<file path="config.mk">
export PLATFORM = sky130hd
export DESIGN_NAME = ars_decorator
export DESIGN_NICKNAME = d
export VERILOG_FILES = /design/src/design/ars_pkg.sv /design/src/design/ars_decode.sv /design/src/design/ars_alu.sv /design/src/design/ars_decorator.sv
export SDC_FILE = /design/constraint.sdc
export NUM_CORES = 1
export LEC_CHECK = 0
export ABC_AREA = 1
export BUFFER_PORTS_ARGS = -buffer_cell sky130_fd_sc_hd__buf_2
export CORE_ASPECT_RATIO = 1.5
export CORE_UTILIZATION = 53
export DETAILED_ROUTE_END_ITERATION = 10
export GPL_ROUTABILITY_DRIVEN = 0
export GPL_TIMING_DRIVEN = 0
export PLACE_DENSITY = 0.95
export SLEW_MARGIN = 5
export SYNTH_ARGS = -nofsm -noshare
export SYNTH_HDL_FRONTEND = slang
export SYNTH_SLANG_ARGS = --single-unit
</file>
<file path="constraint.sdc">
create_clock -name core_clk -period 4.9 [get_ports core_clk]
set_input_delay 0.49 -clock core_clk [delete_from_list [all_inputs] [get_ports core_clk]]
set_output_delay 0.49 -clock core_clk [all_outputs]
set_load 0.01 [all_outputs]
</file>
<file path="src/design/ars_pkg.sv">
// shared constants and types for the atomic store decorator
package ars_pkg;

   // ======================================================
   // address fields of a decorated store
   localparam int unsigned OFFSET_MSB  = 19;
   localparam int unsigned FUNC_MSB    = 28;
   localparam int unsigned FUNC_LSB    = 26;
   localparam int unsigned TARGET_MSB  = 30;
   localparam int unsigned TARGET_LSB  = 29;
   localparam int unsigned TOP_BIT     = 31;

   localparam logic [1:0] TARGET_RAM   = 2'h1;
   localparam logic [1:0] TARGET_PERI  = 2'h2;
   localparam logic [2:0] FUNC_AND     = 3'h1;
   localparam logic [2:0] FUNC_OR      = 3'h2;
   localparam logic [2:0] FUNC_XOR     = 3'h3;

   // real bases the offset is added to
   localparam logic [31:0] RAM_BASE    = 32'h2000_0000;
   localparam logic [31:0] PERI_BASE   = 32'h4000_0000;

   // ======================================================
   // bus encodings and reset values
   localparam logic [1:0]  HTRANS_IDLE = 2'h0;
   localparam logic [1:0]  HTRANS_NSEQ = 2'h2;
   localparam logic        HRESP_OKAY  = 1'h0;
   localparam logic [31:0] DATA_RST    = 32'h0000_0000;

   typedef enum logic [1:0] {FN_AND, FN_OR, FN_XOR} ars_func_e;
   typedef enum logic [1:0] {ST_PASS, ST_RMW_READ, ST_RMW_WRITE} ars_state_e;

   // address phase of one transfer
   typedef struct packed {
      logic [31:0] haddr;
      logic [1:0]  htrans;
      logic        hwrite;
      logic [2:0]  hsize;
      logic [2:0]  hburst;
      logic [3:0]  hprot;
      logic        hmastlock;
   } ars_req_s;

   localparam ars_req_s REQ_RST = '0;

   // result of decoding one address phase
   typedef struct packed {
      logic        hit;
      ars_func_e   func;
      logic [31:0] target;
   } ars_dec_s;

endpackage

</file>
<file path="src/design/ars_decode.sv">
// address decoder for decorated stores
`timescale 1ns/1ps
module ars_decode
   import ars_pkg::*;
#(
   parameter logic [3:0] CORE_MASTER_ID = 4'h0
) (
   input  wire ars_req_s   req,
   input  wire logic [3:0] masterId,
   output      ars_dec_s   dec
);

   // ======================================================
   // field decode; bits 25..20 are never looked at
   // [RULE_21] don't-care bits unread
   wire [1:0]  tgtSel  = req.haddr[TARGET_MSB:TARGET_LSB];
   wire [2:0]  funcSel = req.haddr[FUNC_MSB:FUNC_LSB];
   // [RULE_01] core transfers only
   wire        isCore  = (masterId == CORE_MASTER_ID);
   wire        isRam   = (tgtSel == TARGET_RAM);
   wire        isPeri  = (tgtSel == TARGET_PERI);
   wire        isFunc  = (funcSel == FUNC_AND) || (funcSel == FUNC_OR) || (funcSel == FUNC_XOR);
   wire        isStore = req.htrans[1] && req.hwrite && !req.haddr[TOP_BIT];
   wire [31:0] base    = isRam ? RAM_BASE : PERI_BASE;
   // [RULE_20] twenty-bit offset
   wire [31:0] offset  = {12'h000, req.haddr[OFFSET_MSB:0]};

   // other masters never get decoration, plain access instead
   assign dec.hit    = isCore && isStore && (isRam || isPeri) && isFunc;
   assign dec.func   = (funcSel == FUNC_AND) ? FN_AND : ((funcSel == FUNC_OR) ? FN_OR : FN_XOR);
   // decoration bits 28..20 drop out of the real address
   // [RULE_06] [RULE_23] base plus offset
   assign dec.target = base | offset;

endmodule

</file>
<file path="src/design/ars_alu.sv">
// modify step of the read-modify-write
`timescale 1ns/1ps
module ars_alu
   import ars_pkg::*;
#(
   parameter int unsigned WIDTH = 32
) (
   input  wire ars_func_e        func,
   input  wire logic [WIDTH-1:0] rdata,
   input  wire logic [WIDTH-1:0] wdata,
   output      logic [WIDTH-1:0] result
);

   // ======================================================
   // full-width op; lane replication by the core makes it size-safe
   wire [WIDTH-1:0] andVal = rdata & wdata;
   wire [WIDTH-1:0] orVal  = rdata | wdata;
   wire [WIDTH-1:0] xorVal = rdata ^ wdata;

   assign result = (func == FN_AND) ? andVal : ((func == FN_OR) ? orVal : xorVal);

endmodule

</file>
<file path="src/design/ars_decorator.sv">
// bus stage turning decorated stores into locked read-modify-writes
// Notes on behaviour
// [RULE_01] only the core's transfers may be decorated; others pass plain
// [RULE_02] two stages, address and data, with bus timing on both sides
// [RULE_03] undecorated transfers pass through combinationally, no added cycles
// [RULE_04] decorated peripheral window maps onto plain peripheral space
// [RULE_05] decorated ram window maps onto upper ram
// [RULE_06] peripheral target spans 512 KB block plus 4 KB port block
// [RULE_07] no software registers; behaviour chosen by address only
// [RULE_08] no modes; each access handled by its address alone
// [RULE_09] one clock domain for all logic and ports
// [RULE_10] decorated store becomes indivisible 2-cycle read then write
// [RULE_11] first address phase: read at stripped address, capture address
// [RULE_12] next cycle: write address phase reusing captured address
// [RULE_13] first data phase: combine read and write data, stall master
// [RULE_14] second data phase: drive registered result as write data
// [RULE_15] slave wait states pass back to master cycle for cycle
// [RULE_16] operand size follows the write transfer size
// [RULE_17] master replicates byte and halfword data across lanes
// [RULE_18] bits 30..29: 01 selects ram, 10 selects peripherals
// [RULE_19] function 001 writes back read AND write data
// [RULE_20] low twenty address bits are the offset from region base
// [RULE_21] don't-care address bits are ignored
// [RULE_22] keep output bus toggling low
// [RULE_23] bits 28..20 carry decoration and are stripped
// [RULE_24] function 010 writes back read OR write data
// [RULE_25] function 011 writes back read XOR write data
// [RULE_26] nothing may come between the read and the write
`timescale 1ns/1ps
module ars_decorator
   import ars_pkg::*;
#(
   parameter logic [3:0] CORE_MASTER_ID = 4'h0
) (
   input  wire logic        core_clk,
   input  wire logic        rst,
   input  wire ars_req_s    mstReq,
   input  wire logic [31:0] mstWdata,
   input  wire logic [3:0]  mstMasterId,
   output      logic [31:0] mstRdata,
   output      logic        mstReady,
   output      logic        mstResp,
   output      ars_req_s    slvReq,
   output      logic [31:0] slvWdata,
   input  wire logic [31:0] slvRdata,
   input  wire logic        slvReady,
   input  wire logic        slvResp
);

   // ======================================================
   // state
   ars_state_e  stateReg;
   ars_state_e  stateNext;
   ars_req_s    capReg;
   ars_func_e   funcReg;
   logic [31:0] modReg;
   ars_dec_s    dec;
   logic [31:0] aluOut;

   // ======================================================
   // address decode, one clock domain so nothing is synchronised
   // [RULE_07] [RULE_08] address alone decides
   // [RULE_04] [RULE_05] [RULE_18] window and target select
   ars_decode #(
      .CORE_MASTER_ID (CORE_MASTER_ID)
   ) u_decode (
      .req      (mstReq),
      .masterId (mstMasterId),
      .dec      (dec)
   );

   // modify data with the function captured at the read
   ars_alu #(
      .WIDTH (32)
   ) u_alu (
      .func   (funcReg),
      .rdata  (slvRdata),
      .wdata  (mstWdata),
      .result (aluOut)
   );

   // ======================================================
   // phase selects
   wire inRead  = (stateReg == ST_RMW_READ);
   wire inWrite = (stateReg == ST_RMW_WRITE);
   // a decorated address phase starts in any cycle outside the read phase
   wire decStart = dec.hit && !inRead;
   wire capture  = decStart && slvReady;
   wire modTake  = inRead && slvReady;

   // [RULE_11] read at stripped address, locked
   ars_req_s readReq;
   assign readReq.haddr     = dec.target;
   assign readReq.htrans    = HTRANS_NSEQ;
   assign readReq.hwrite    = 1'b0;
   assign readReq.hsize     = mstReq.hsize;
   assign readReq.hburst    = mstReq.hburst;
   assign readReq.hprot     = mstReq.hprot;
   assign readReq.hmastlock = 1'b1;

   // [RULE_12] recirculated write, same address and size
   ars_req_s writeReq;
   assign writeReq.haddr     = capReg.haddr;
   assign writeReq.htrans    = HTRANS_NSEQ;
   assign writeReq.hwrite    = 1'b1;
   assign writeReq.hsize     = capReg.hsize;
   assign writeReq.hburst    = capReg.hburst;
   assign writeReq.hprot     = capReg.hprot;
   assign writeReq.hmastlock = 1'b1;

   // ======================================================
   // output side
   // [RULE_03] plain transfers go straight through
   // [RULE_26] the write phase sits right behind the read
   assign slvReq = inRead ? writeReq : (decStart ? readReq : mstReq);

   // [RULE_14] registered result on write data phase
   // [RULE_22] held during the read phase too, so lines stay quiet
   assign slvWdata = (inRead || inWrite) ? modReg : mstWdata;

   // ======================================================
   // master side
   // [RULE_13] stall the master through the read data phase
   // [RULE_15] otherwise the slave's waits pass straight back
   assign mstReady = inRead ? 1'b0 : slvReady;
   assign mstResp  = inRead ? HRESP_OKAY : slvResp;
   assign mstRdata = slvRdata;

   // ======================================================
   // sequencer
   // [RULE_10] read phase then write phase, then back to pass, or straight into the next read phase when a decorated store follows
   always_comb begin
      stateNext = stateReg;
      unique case (stateReg)
         ST_PASS, ST_RMW_WRITE: begin
            if (slvReady) begin
               stateNext = decStart ? ST_RMW_READ : ST_PASS;
            end
         end
         ST_RMW_READ: begin
            if (slvReady) begin
               stateNext = ST_RMW_WRITE;
            end
         end
      endcase
   end

   // [RULE_02] stage registers between the two phases
   // [RULE_09] one clock, no crossings
   always_ff @(posedge core_clk or posedge rst) begin
      if (rst) begin
         stateReg <= ST_PASS;
      end else begin
         stateReg <= stateNext;
      end
   end

   // capture real address and attributes of the decorated store
   // [RULE_16] size carried into the write
   always_ff @(posedge core_clk or posedge rst) begin
      if (rst) begin
         capReg  <= REQ_RST;
         funcReg <= FN_AND;
      end else if (capture) begin
         capReg  <= readReq;
         funcReg <= dec.func;
      end
   end

   // [RULE_19] [RULE_24] [RULE_25] result register
   always_ff @(posedge core_clk or posedge rst) begin
      if (rst) begin
         modReg <= DATA_RST;
      end else if (modTake) begin
         modReg <= aluOut;
      end
   end

   // ======================================================
   // checks
   logic [31:0] rdPast;
   logic [31:0] wdPast;
   always_ff @(posedge core_clk or posedge rst) begin
      if (rst) begin
         rdPast <= DATA_RST;
         wdPast <= DATA_RST;
      end else begin
         rdPast <= slvRdata;
         wdPast <= mstWdata;
      end
   end
endmodule

</file>
# Word level (Yosys, flattened, before mapping)
# Index checks and enable logic that the tools add are counted.
[totals]
regBits = 78
latchBits = 0
ramBits = 0
mem_bits_ro = 0
input_bits = 118
output_inout_bits = 112
elab_cells = 54
memories = 0
[op_classes]
add_sub_neg = 0
mul = 0
n_div = 0
order_cmp = 0
n_eq_ne = 10
shift = 0
muxes = 14
n_bitwise = 4
n_reduce_logical = 19
[op_table]
columns = ["op", "count"]
rows = [
  ["$mux 32", 3],
  ["$mux 46", 2],
  ["$and 32x32->32", 1],
  ["$or 32x20->32", 1],
  ["$or 32x32->32", 1],
  ["$xor 32x32->32", 1],
  ["$mux 31", 1],
  ["$logic_and 1x1->1", 8],
  ["$mux 2", 4],
  ["$eq 2x1->1 const B", 3],
  ["$eq 3x2->1 const B", 2],
  ["$eq 2x2->1 const B", 2],
  ["$logic_not 2->1", 2],
  ["$logic_not 4->1", 1],
  ["$logic_or 1x1->1", 4],
  ["$ne 2x2->1 const B", 2],
  ["$pmux 2 s2", 1],
  ["$eq 3x1->1 const B", 1],
  ["$mux 1", 3],
  ["$logic_not 1->1", 2],
  ["$reduce_and 2->1", 1],
  ["$reduce_or 2->1", 1],
]

# Logic depth before layout (Yosys ltp)
# Gate-level depths: netlist (run 1).
[depth]
ltp_word = 9
ltp_mapped = 10
mapped_depth_nobuf = 10

# Cells and area by module
# From an unflattened synthesis (run 1), not the netlist that was laid out.
[hier_totals]
cells_unflattened = 993
hier_area_um2 = 7051.8
[by_module_without_submodules]
columns = ["mod", "instances", "cells_per_inst", "area_each_um2", "seq_area_each_um2"]
rows = [
  ["ars_decorator", 1, 666, 4888.4, 1951.9],
  ["ars_alu", 1, 272, 1825.5, 0.0],
  ["ars_decode", 1, 55, 337.8, 0.0],
]

# Least setup slack after synthesis (run 1)
# No wires, ideal clock.
[synth_path]
path_type = "input -> output"
startpoint = "input mstReq[44] (netlist name)"
endpoint = "output slvReq[0] (netlist name)"
arrival_time_ns = 1.493
slack_ns = 2.917
path_stages = 8
path_buffers = 0
cell_sequence = "inv_1 ha_1 nor2_1 nand2_1 nor2_4 nand2_4 nand2_2 or2_2"
[synth_lines]
columns = ["item", "line_no", "source"]
rows = [
  ["start, declared", "ars_decorator.sv:37", "input wire ars_req_s mstReq,"],
  ["end, declared", "ars_decorator.sv:43", "output ars_req_s slvReq,"],
]

# Worst setup path in the final report (run 1)
[layout_path]
startpoint = "register stateReg[0]"
endpoint = "output slvWdata[27]"
[layout_via]
elab_chain_cells = 3
elab_cells_between_ends = 4
classes_between = "2 x eq/ne; 1 x mux; 1 x reduce/logical"
[layout_lines]
columns = ["item", "line_no", "source"]
rows = [
  ["start, declared", "ars_decorator.sv:52", "ars_state_e stateReg;"],
  ["start signal, assigned", "ars_decorator.sv:154", "stateReg <= stateNext;"],
  ["$eq 2x1->1 / $eq 2x2->1 (equally long branches)", "ars_decorator.sv:84, ars_decorator.sv:85", ""],
  ["$logic_or 1x1->1 (*)", "ars_decorator.sv:119", "assign slvWdata = (inRead || inWrite) ? modReg : mstWdata;"],
  ["$mux 32 (*)", "ars_decorator.sv:119", ""],
  ["end, declared", "ars_decorator.sv:44", "output logic [31:0] slvWdata,"],
]
# Mark *: on every way between the ends. The rest lies on a longest branch, timed or not.

==> results of run 1 <==
-- how the worst max path moves through the flow --
| stage | start | to |
|---|---|---|
| finish | stateReg[0]$_DFFE_PP0P_ | slvWdata[27] |
| global route | stateReg[1]$_DFFE_PP0P_ | slvReq[2] |
| CTS | stateReg[0]$_DFFE_PP0P_ | slvWdata[27] |
| detailed placement | stateReg[0]$_DFFE_PP0P_ | slvWdata[27] |
| global placement | rst | modReg[20]$_DFFE_PP0P_ |
| floorplan | rst | capReg[10]$_DFFE_PP0P_ |
-- worst max-delay path, stage by stage, from the launching register on --
cell and delay [ps]:
dfrtp_1 360, inv_1 80, ha_1 270, clkbuf_1 380
clkbuf_1 460, nand2_1 140, o21ai_0 110, buf_2 160
-- area by class of cell --
cell class | count | area share
timing repair buffer | 230 | 0.1696
buffer | 72 | 0.06236
sequential | 68 | 0.2458
multi-input combinational | 527 | 0.4105
clock buffer | 12 | 0.03850
inverter | 90 | 0.04917
tap | 115 | 0.02079
clock inverter | 4 | 0.003254
-- layout by cell type, fill, tap and decap left out, types with 4 or more instances in the layout --
master | netlist | layout
o21ai_0 | 123 | 123
clkbuf_16 | 0 | 9
nand2_1 | 259 | 259
clkbuf_1 | 31 | 31
o21ai_1 | 13 | 13
a21oi_1 | 32 | 32
nand3_1 | 4 | 4
buf_4 | 32 | 32
nor2_1 | 17 | 17
buf_2 | 4 | 233
ha_1 | 68 | 68
inv_1 | 88 | 87
dfrtp_1 | 68 | 68
-- power breakdown --
part / switching (mW) / total [mW] / internal [mW]
combinational: 0.171 / 0.312 / 0.140
sequential: 0.00720 / 0.583 / 0.576
clock: 0.241 / 0.622 / 0.381
-- flip-flops by register name (all words and copies together), names as in the netlist --
register / cells
capReg: 32
modReg: 32
funcReg: 2
stateReg: 2
-- metrics by stage --
| step | hold slack [ps] | cell area [sq um] | setup slack (ps) |
|---|---|---|---|
| after floorplan | 449.5 | 5313 | 2698 |
| after global placement | 461.9 | 6603 | 1785 |
| after detailed placement | 471.5 | 6633 | 2509 |
| after CTS | 130.6 | 6922 | 2147 |
| after global routing | 145.8 | 6922 | 1965 |
| final | 131.8 | 6922 | 2140 |
-- cell families (layout without fill, tap and decap cells) --
kind of cell | count (synthesis) | count (layout) | share of synthesized area
buffers and inverters | 162 | 408 | 0.1448
adders and majority gates | 68 | 68 | 0.1602
AOI/OAI and AO/OA | 169 | 169 | 0.1597
DFF | 68 | 68 | 0.3203
and+or+nand+nor | 290 | 290 | 0.2150
-- routing by layer --
layer | share of wire | up-vias | global-route usage
li1 | - | 2817 | -
met1 | 0.38 | 2595 | 0.2920
met2 | 0.55 | 216 | 0.5299
met3 | 0.057 | 22 | 0.05633
met4 | 0.016 | 0 | 0.08774
met5 | 0 | - | 0
==> results.yml, run 1 <==
status:
  status: "finished, final reports clean"
yosys:
  ys_top_cells_by_count: "259 x nand2_1, 123 x o21ai_0, 88 x inv_1"
  synthTopCellsByArea: "dfrtp_1 32%, nand2_1 18%, ha_1 16%"
  ys_ff_latch: 68
  netlist_area_sq_mm: 0.005313
  netlist_instances: 757
  synth_warnings: 0
  synth.distinct_cells: 23
  synthArstFlopShare: 1.000
  synth-edff-count: 0
  synth.largest_area_cell: "dfrtp_1"
  synth_area_per_cell_sq_um: 7.018
  yosysTopAreaCellShare: 0.3203
  synth.most_common_cell: "nand2_1"
  synth_top_flop_cell: "dfrtp_1"
  syn_nets: 943
  ys_seq_area_frac: 0.3203
critical_path:
  crit_fanout: 10
  endpoint_kind: "output port"
  worstSetupPathType: "reg2out"
  rr_worst_depth: 6
  required_ps: 4410
  rrSetupSlack_ps: 3090
  r2r_start: "stateReg[1]$_DFFE_PP0P_"
  arrival_ps: 2270
  start_kind: "flip-flop"
  r2r_end: "stateReg[1]$_DFFE_PP0P_"
layout:
  nNetsFinal: 1184
  fin_cells: 1118
  drive_above_1_share: 0.2981
  area_delta_synth_final_pct: 30.29
  register_area_sq_mm: 0.001702
  n_fill_cell: 825
  num_antenna_cells: 0
  final_util: 0.7144
  multi_input_area_sq_mm: 0.002841
route:
  dr_total_vias: 5650
  first_iter_violations: 203
  drc_errors: 0
  firstDrtPassIters: 5
  avgRoutedWirePerCell_um: 12.96
  ant_nets: 0
  drt-vias-per-instance: 5.054
  drt_wl_total_um: 14480
clocking:
  clock_path_buffers: 2
  cts_setup_buffers: 0
  clockRootBuffer: "clkbuf_16"
  clk_latency_ps: 330
  cts_hold_buf: 0
  htreeDepth: 3
  ctsResizeCount: 0
  clkTransAtPathRegs_ps: 60
  numCtsBuffers: 9
  clock-sinks: 68
  cts_tree: "yes"
grt:
  grt_max_degree: 47
  antenna_found_initial: 0
  grt_pass1_wl_um: 23660
  grt_overflow_total: 0
  grt_pass1_vias: 5363
  grtUsageTotal: 0.2751
die:
  dieArea_sq_mm: 0.01044
  ios: 230
  die_h_um: 124.6
  core_area_sq_mm: 0.009689
  fp.dieW_um: 83.75
  core.rowCount: 44
  initial_core_util: 0.5483
power_and_ir_drop:
  power.total_mw: 1.517
  vdd_drop_max_mv: 0.2193
  p_leak_nw: 4.219
  p_per_area_mw_per_mm2: 219.2
timing:
  finalSetupViolCount: 0
  rsz0062_at_grt: "false"
  tightestPinTransition_ps: 529.9
  max_slew_margin: 0.6467
  finalMaxSlewViolations: 0
  fmax_ghz: 0.3623
  tns_ps: 0
  period_share: 0.5633
  period_needed_ps: 2760
  fin_skew_ps: 5.378
  final_hold_viol_count: 0
placed_design:
  placedCellCount: 1102
  hpwl_um: 11290
  io_buffers: 229
worst_hold_path:
  hold_class: "in2async"
run:
  drv_cap: 0
Power figures use the tool's default switching activity.
==> run 2: changes to the inputs <==
- CORE_UTILIZATION: 53 -> 44
- PLACE_DENSITY: 0.95 -> 0.87
- clock period: 4.9 -> 2.28 ns (I/O delays scaled with it)
==> results.yml, run 2 (same netlist as run 1, synthesis figures left out) <==
die:
  die_h_um: 136.6
  fp.dieW_um: 91.72
  initial_core_util: 0.4560
  core_area_sq_mm: 0.01165
  dieArea_sq_mm: 0.01253
  ios: 230
  core.rowCount: 48
route:
  firstDrtPassIters: 5
  ant_nets: 0
  first_iter_violations: 210
  drt-vias-per-instance: 4.829
  drt_wl_total_um: 14580
  drc_errors: 0
  avgRoutedWirePerCell_um: 12.64
  dr_total_vias: 5568
timing:
  fmax_ghz: 0.4651
  fin_skew_ps: 3.628
  tns_ps: 0
  final_hold_viol_count: 0
  finalMaxSlewViolations: 0
  tightestPinTransition_ps: 519.7
  rsz0062_at_grt: "false"
  max_slew_margin: 0.6535
  period_share: 0.9430
  hold_slack_ps: 113.9
  period_needed_ps: 2150
  finalSetupViolCount: 0
grt:
  grt_max_degree: 61
  grt_pass1_wl_um: 23660
  antenna_found_initial: 0
  grt_overflow_total: 0
  grt_pass1_vias: 5338
  grtUsageTotal: 0.2353
clocking:
  numCtsBuffers: 9
  clock-sinks: 68
  clockRootBuffer: "clkbuf_16"
  clk_latency_ps: 330
  cts_setup_buffers: 0
  clkTransAtPathRegs_ps: 60
  htreeDepth: 3
  cts_tree: "yes"
  clock_path_buffers: 2
placed_design:
  post_dp_cell_area_sq_mm: 0.006676
  io_buffers: 229
  hpwl_um: 11350
layout:
  multi_input_area_sq_mm: 0.002849
  register_area_sq_mm: 0.001702
  area_delta_synth_final_pct: 31.65
  layout_common_cells: "259 x nand2_1, 233 x buf_2, 123 x o21ai_0, 87 x inv_1, 68 x dfrtp_1"
  drive_above_1_share: 0.3101
  final_common_cell: "nand2_1"
  num_antenna_cells: 0
  post-route-cell-area_sq_mm: 0.006994
  largestRegisters: "capReg x32, modReg x32"
  n_fill_cell: 1074
  nNetsFinal: 1184
critical_path:
  crit_buf_inv: 2
  endpoint_kind: "output port"
  path_common_cell: "nand2_4"
  arrival_ps: 1920
  start_kind: "flip-flop"
  worstSetupPathType: "reg2out"
  cp.depth: 9
  slowest_delay_ps: 380
  rr_worst_depth: 6
  slowest_stage: "dfrtp_1"
  crit_chain: "inv_1 -> ha_1 -> nor2_1 -> nand2_1 -> nor2_4 -> nand2_4 -> nand2_4 -> or2_2 -> buf_2"
  required_ps: 2050
  cp_top_family: "simple AND/OR/NAND/NOR gates"
  crit_fanout: 10
run:
  drv_cap: 0
worst_hold_path:
  hold_class: "in2reg"
  hold_depth: 3
power_and_ir_drop:
  p_leak_nw: 4.259
  vdd_drop_max_mv: 0.2718
  p_per_area_mw_per_mm2: 468.1
status:
  status: "finished, final reports clean"
==> run 2: changes by cell type in the layout (fill, tap and decap cells not counted), sizes merged <==
cell         before  now
clkbuf           45   43
bufinv            0    1
dlygate4sd3       0    1
==> run 2: final timing paths <==
path                                    startpoint                 endpoint  slack [ps]
setup reg to reg           stateReg[1]$_DFFE_PP0P_  stateReg[1]$_DFFE_PP0P_         440
max in group asynchronous                      rst   modReg[23]$_DFFE_PP0P_        1400
hold reg to reg             capReg[26]$_DFFE_PP0P_   capReg[26]$_DFFE_PP0P_         480
min in group asynchronous                      rst   capReg[15]$_DFFE_PP0P_         340
setup / recovery           stateReg[1]$_DFFE_PP0P_                slvReq[0]         130
hold / removal                           mstReq[1]    capReg[1]$_DFFE_PP0P_         110
==> run 2: per-layer routing <==
layer  vias to the layer above  routed length, um  share of wire  global-route usage
met3                        19                800          0.055             0.03778
met5                         -                  0              0                   0
met1                      2538               5749           0.39              0.2550
li1                       2823                  -              -                   -
met4                         0                170          0.012             0.06944
met2                       188               7855           0.54              0.4637
==> run 2: worst register-to-register path, cell delays in order (launching register included) <==
cell	delay, ps
dfrtp_1	340
inv_1	70
ha_1	220
nand2_1	100
clkbuf_1	320
clkbuf_1	460
o21ai_0	170
==> run 2: where the power goes <==
part	switching, mW	leakage (nW)	internal (mW)	total (mW)
Combinational	0.366	3.19	0.302	0.668
Clock	0.512	0.139	0.841	1.35
Sequential	0.0146	0.931	1.24	1.25
Total	0.893	4.26	2.38	3.27
==> run 2: timing repair <==
item | in CTS | in global routing
hold endpoints to repair | 8 | 0
resized for setup | 9 | 12
hold buffers | 1 | 0
setup endpoints to repair | 68 | 58
==> run 2: area by class of cell <==
class | instances | share of cell area
multi-input combinational | 527 | 0.4073
clock inverter | 5 | 0.007513
tap | 150 | 0.02683
sequential | 68 | 0.2433
inverter | 90 | 0.04866
timing repair buffer | 231 | 0.1692
clock buffer | 11 | 0.03327
buffer | 71 | 0.06386
==> run 2: stage by stage <==
stage / setup WS [ps] / power (mW) / util / cells
6_report: 130.0 / 3.274 / 0.6003 / 1153
4_1_cts: 9.183 / 3.308 / 0.5990 / 1153
5_1_grt: 3.354 / 3.448 / 0.6003 / 1153
3_3_place_gp: -633.6 / 1.912 / 0.5704 / 1136
3_5_place_dp: 96.59 / 1.944 / 0.5730 / 1137
2_1_floorplan: 340.5 / 1.635 / - / 757
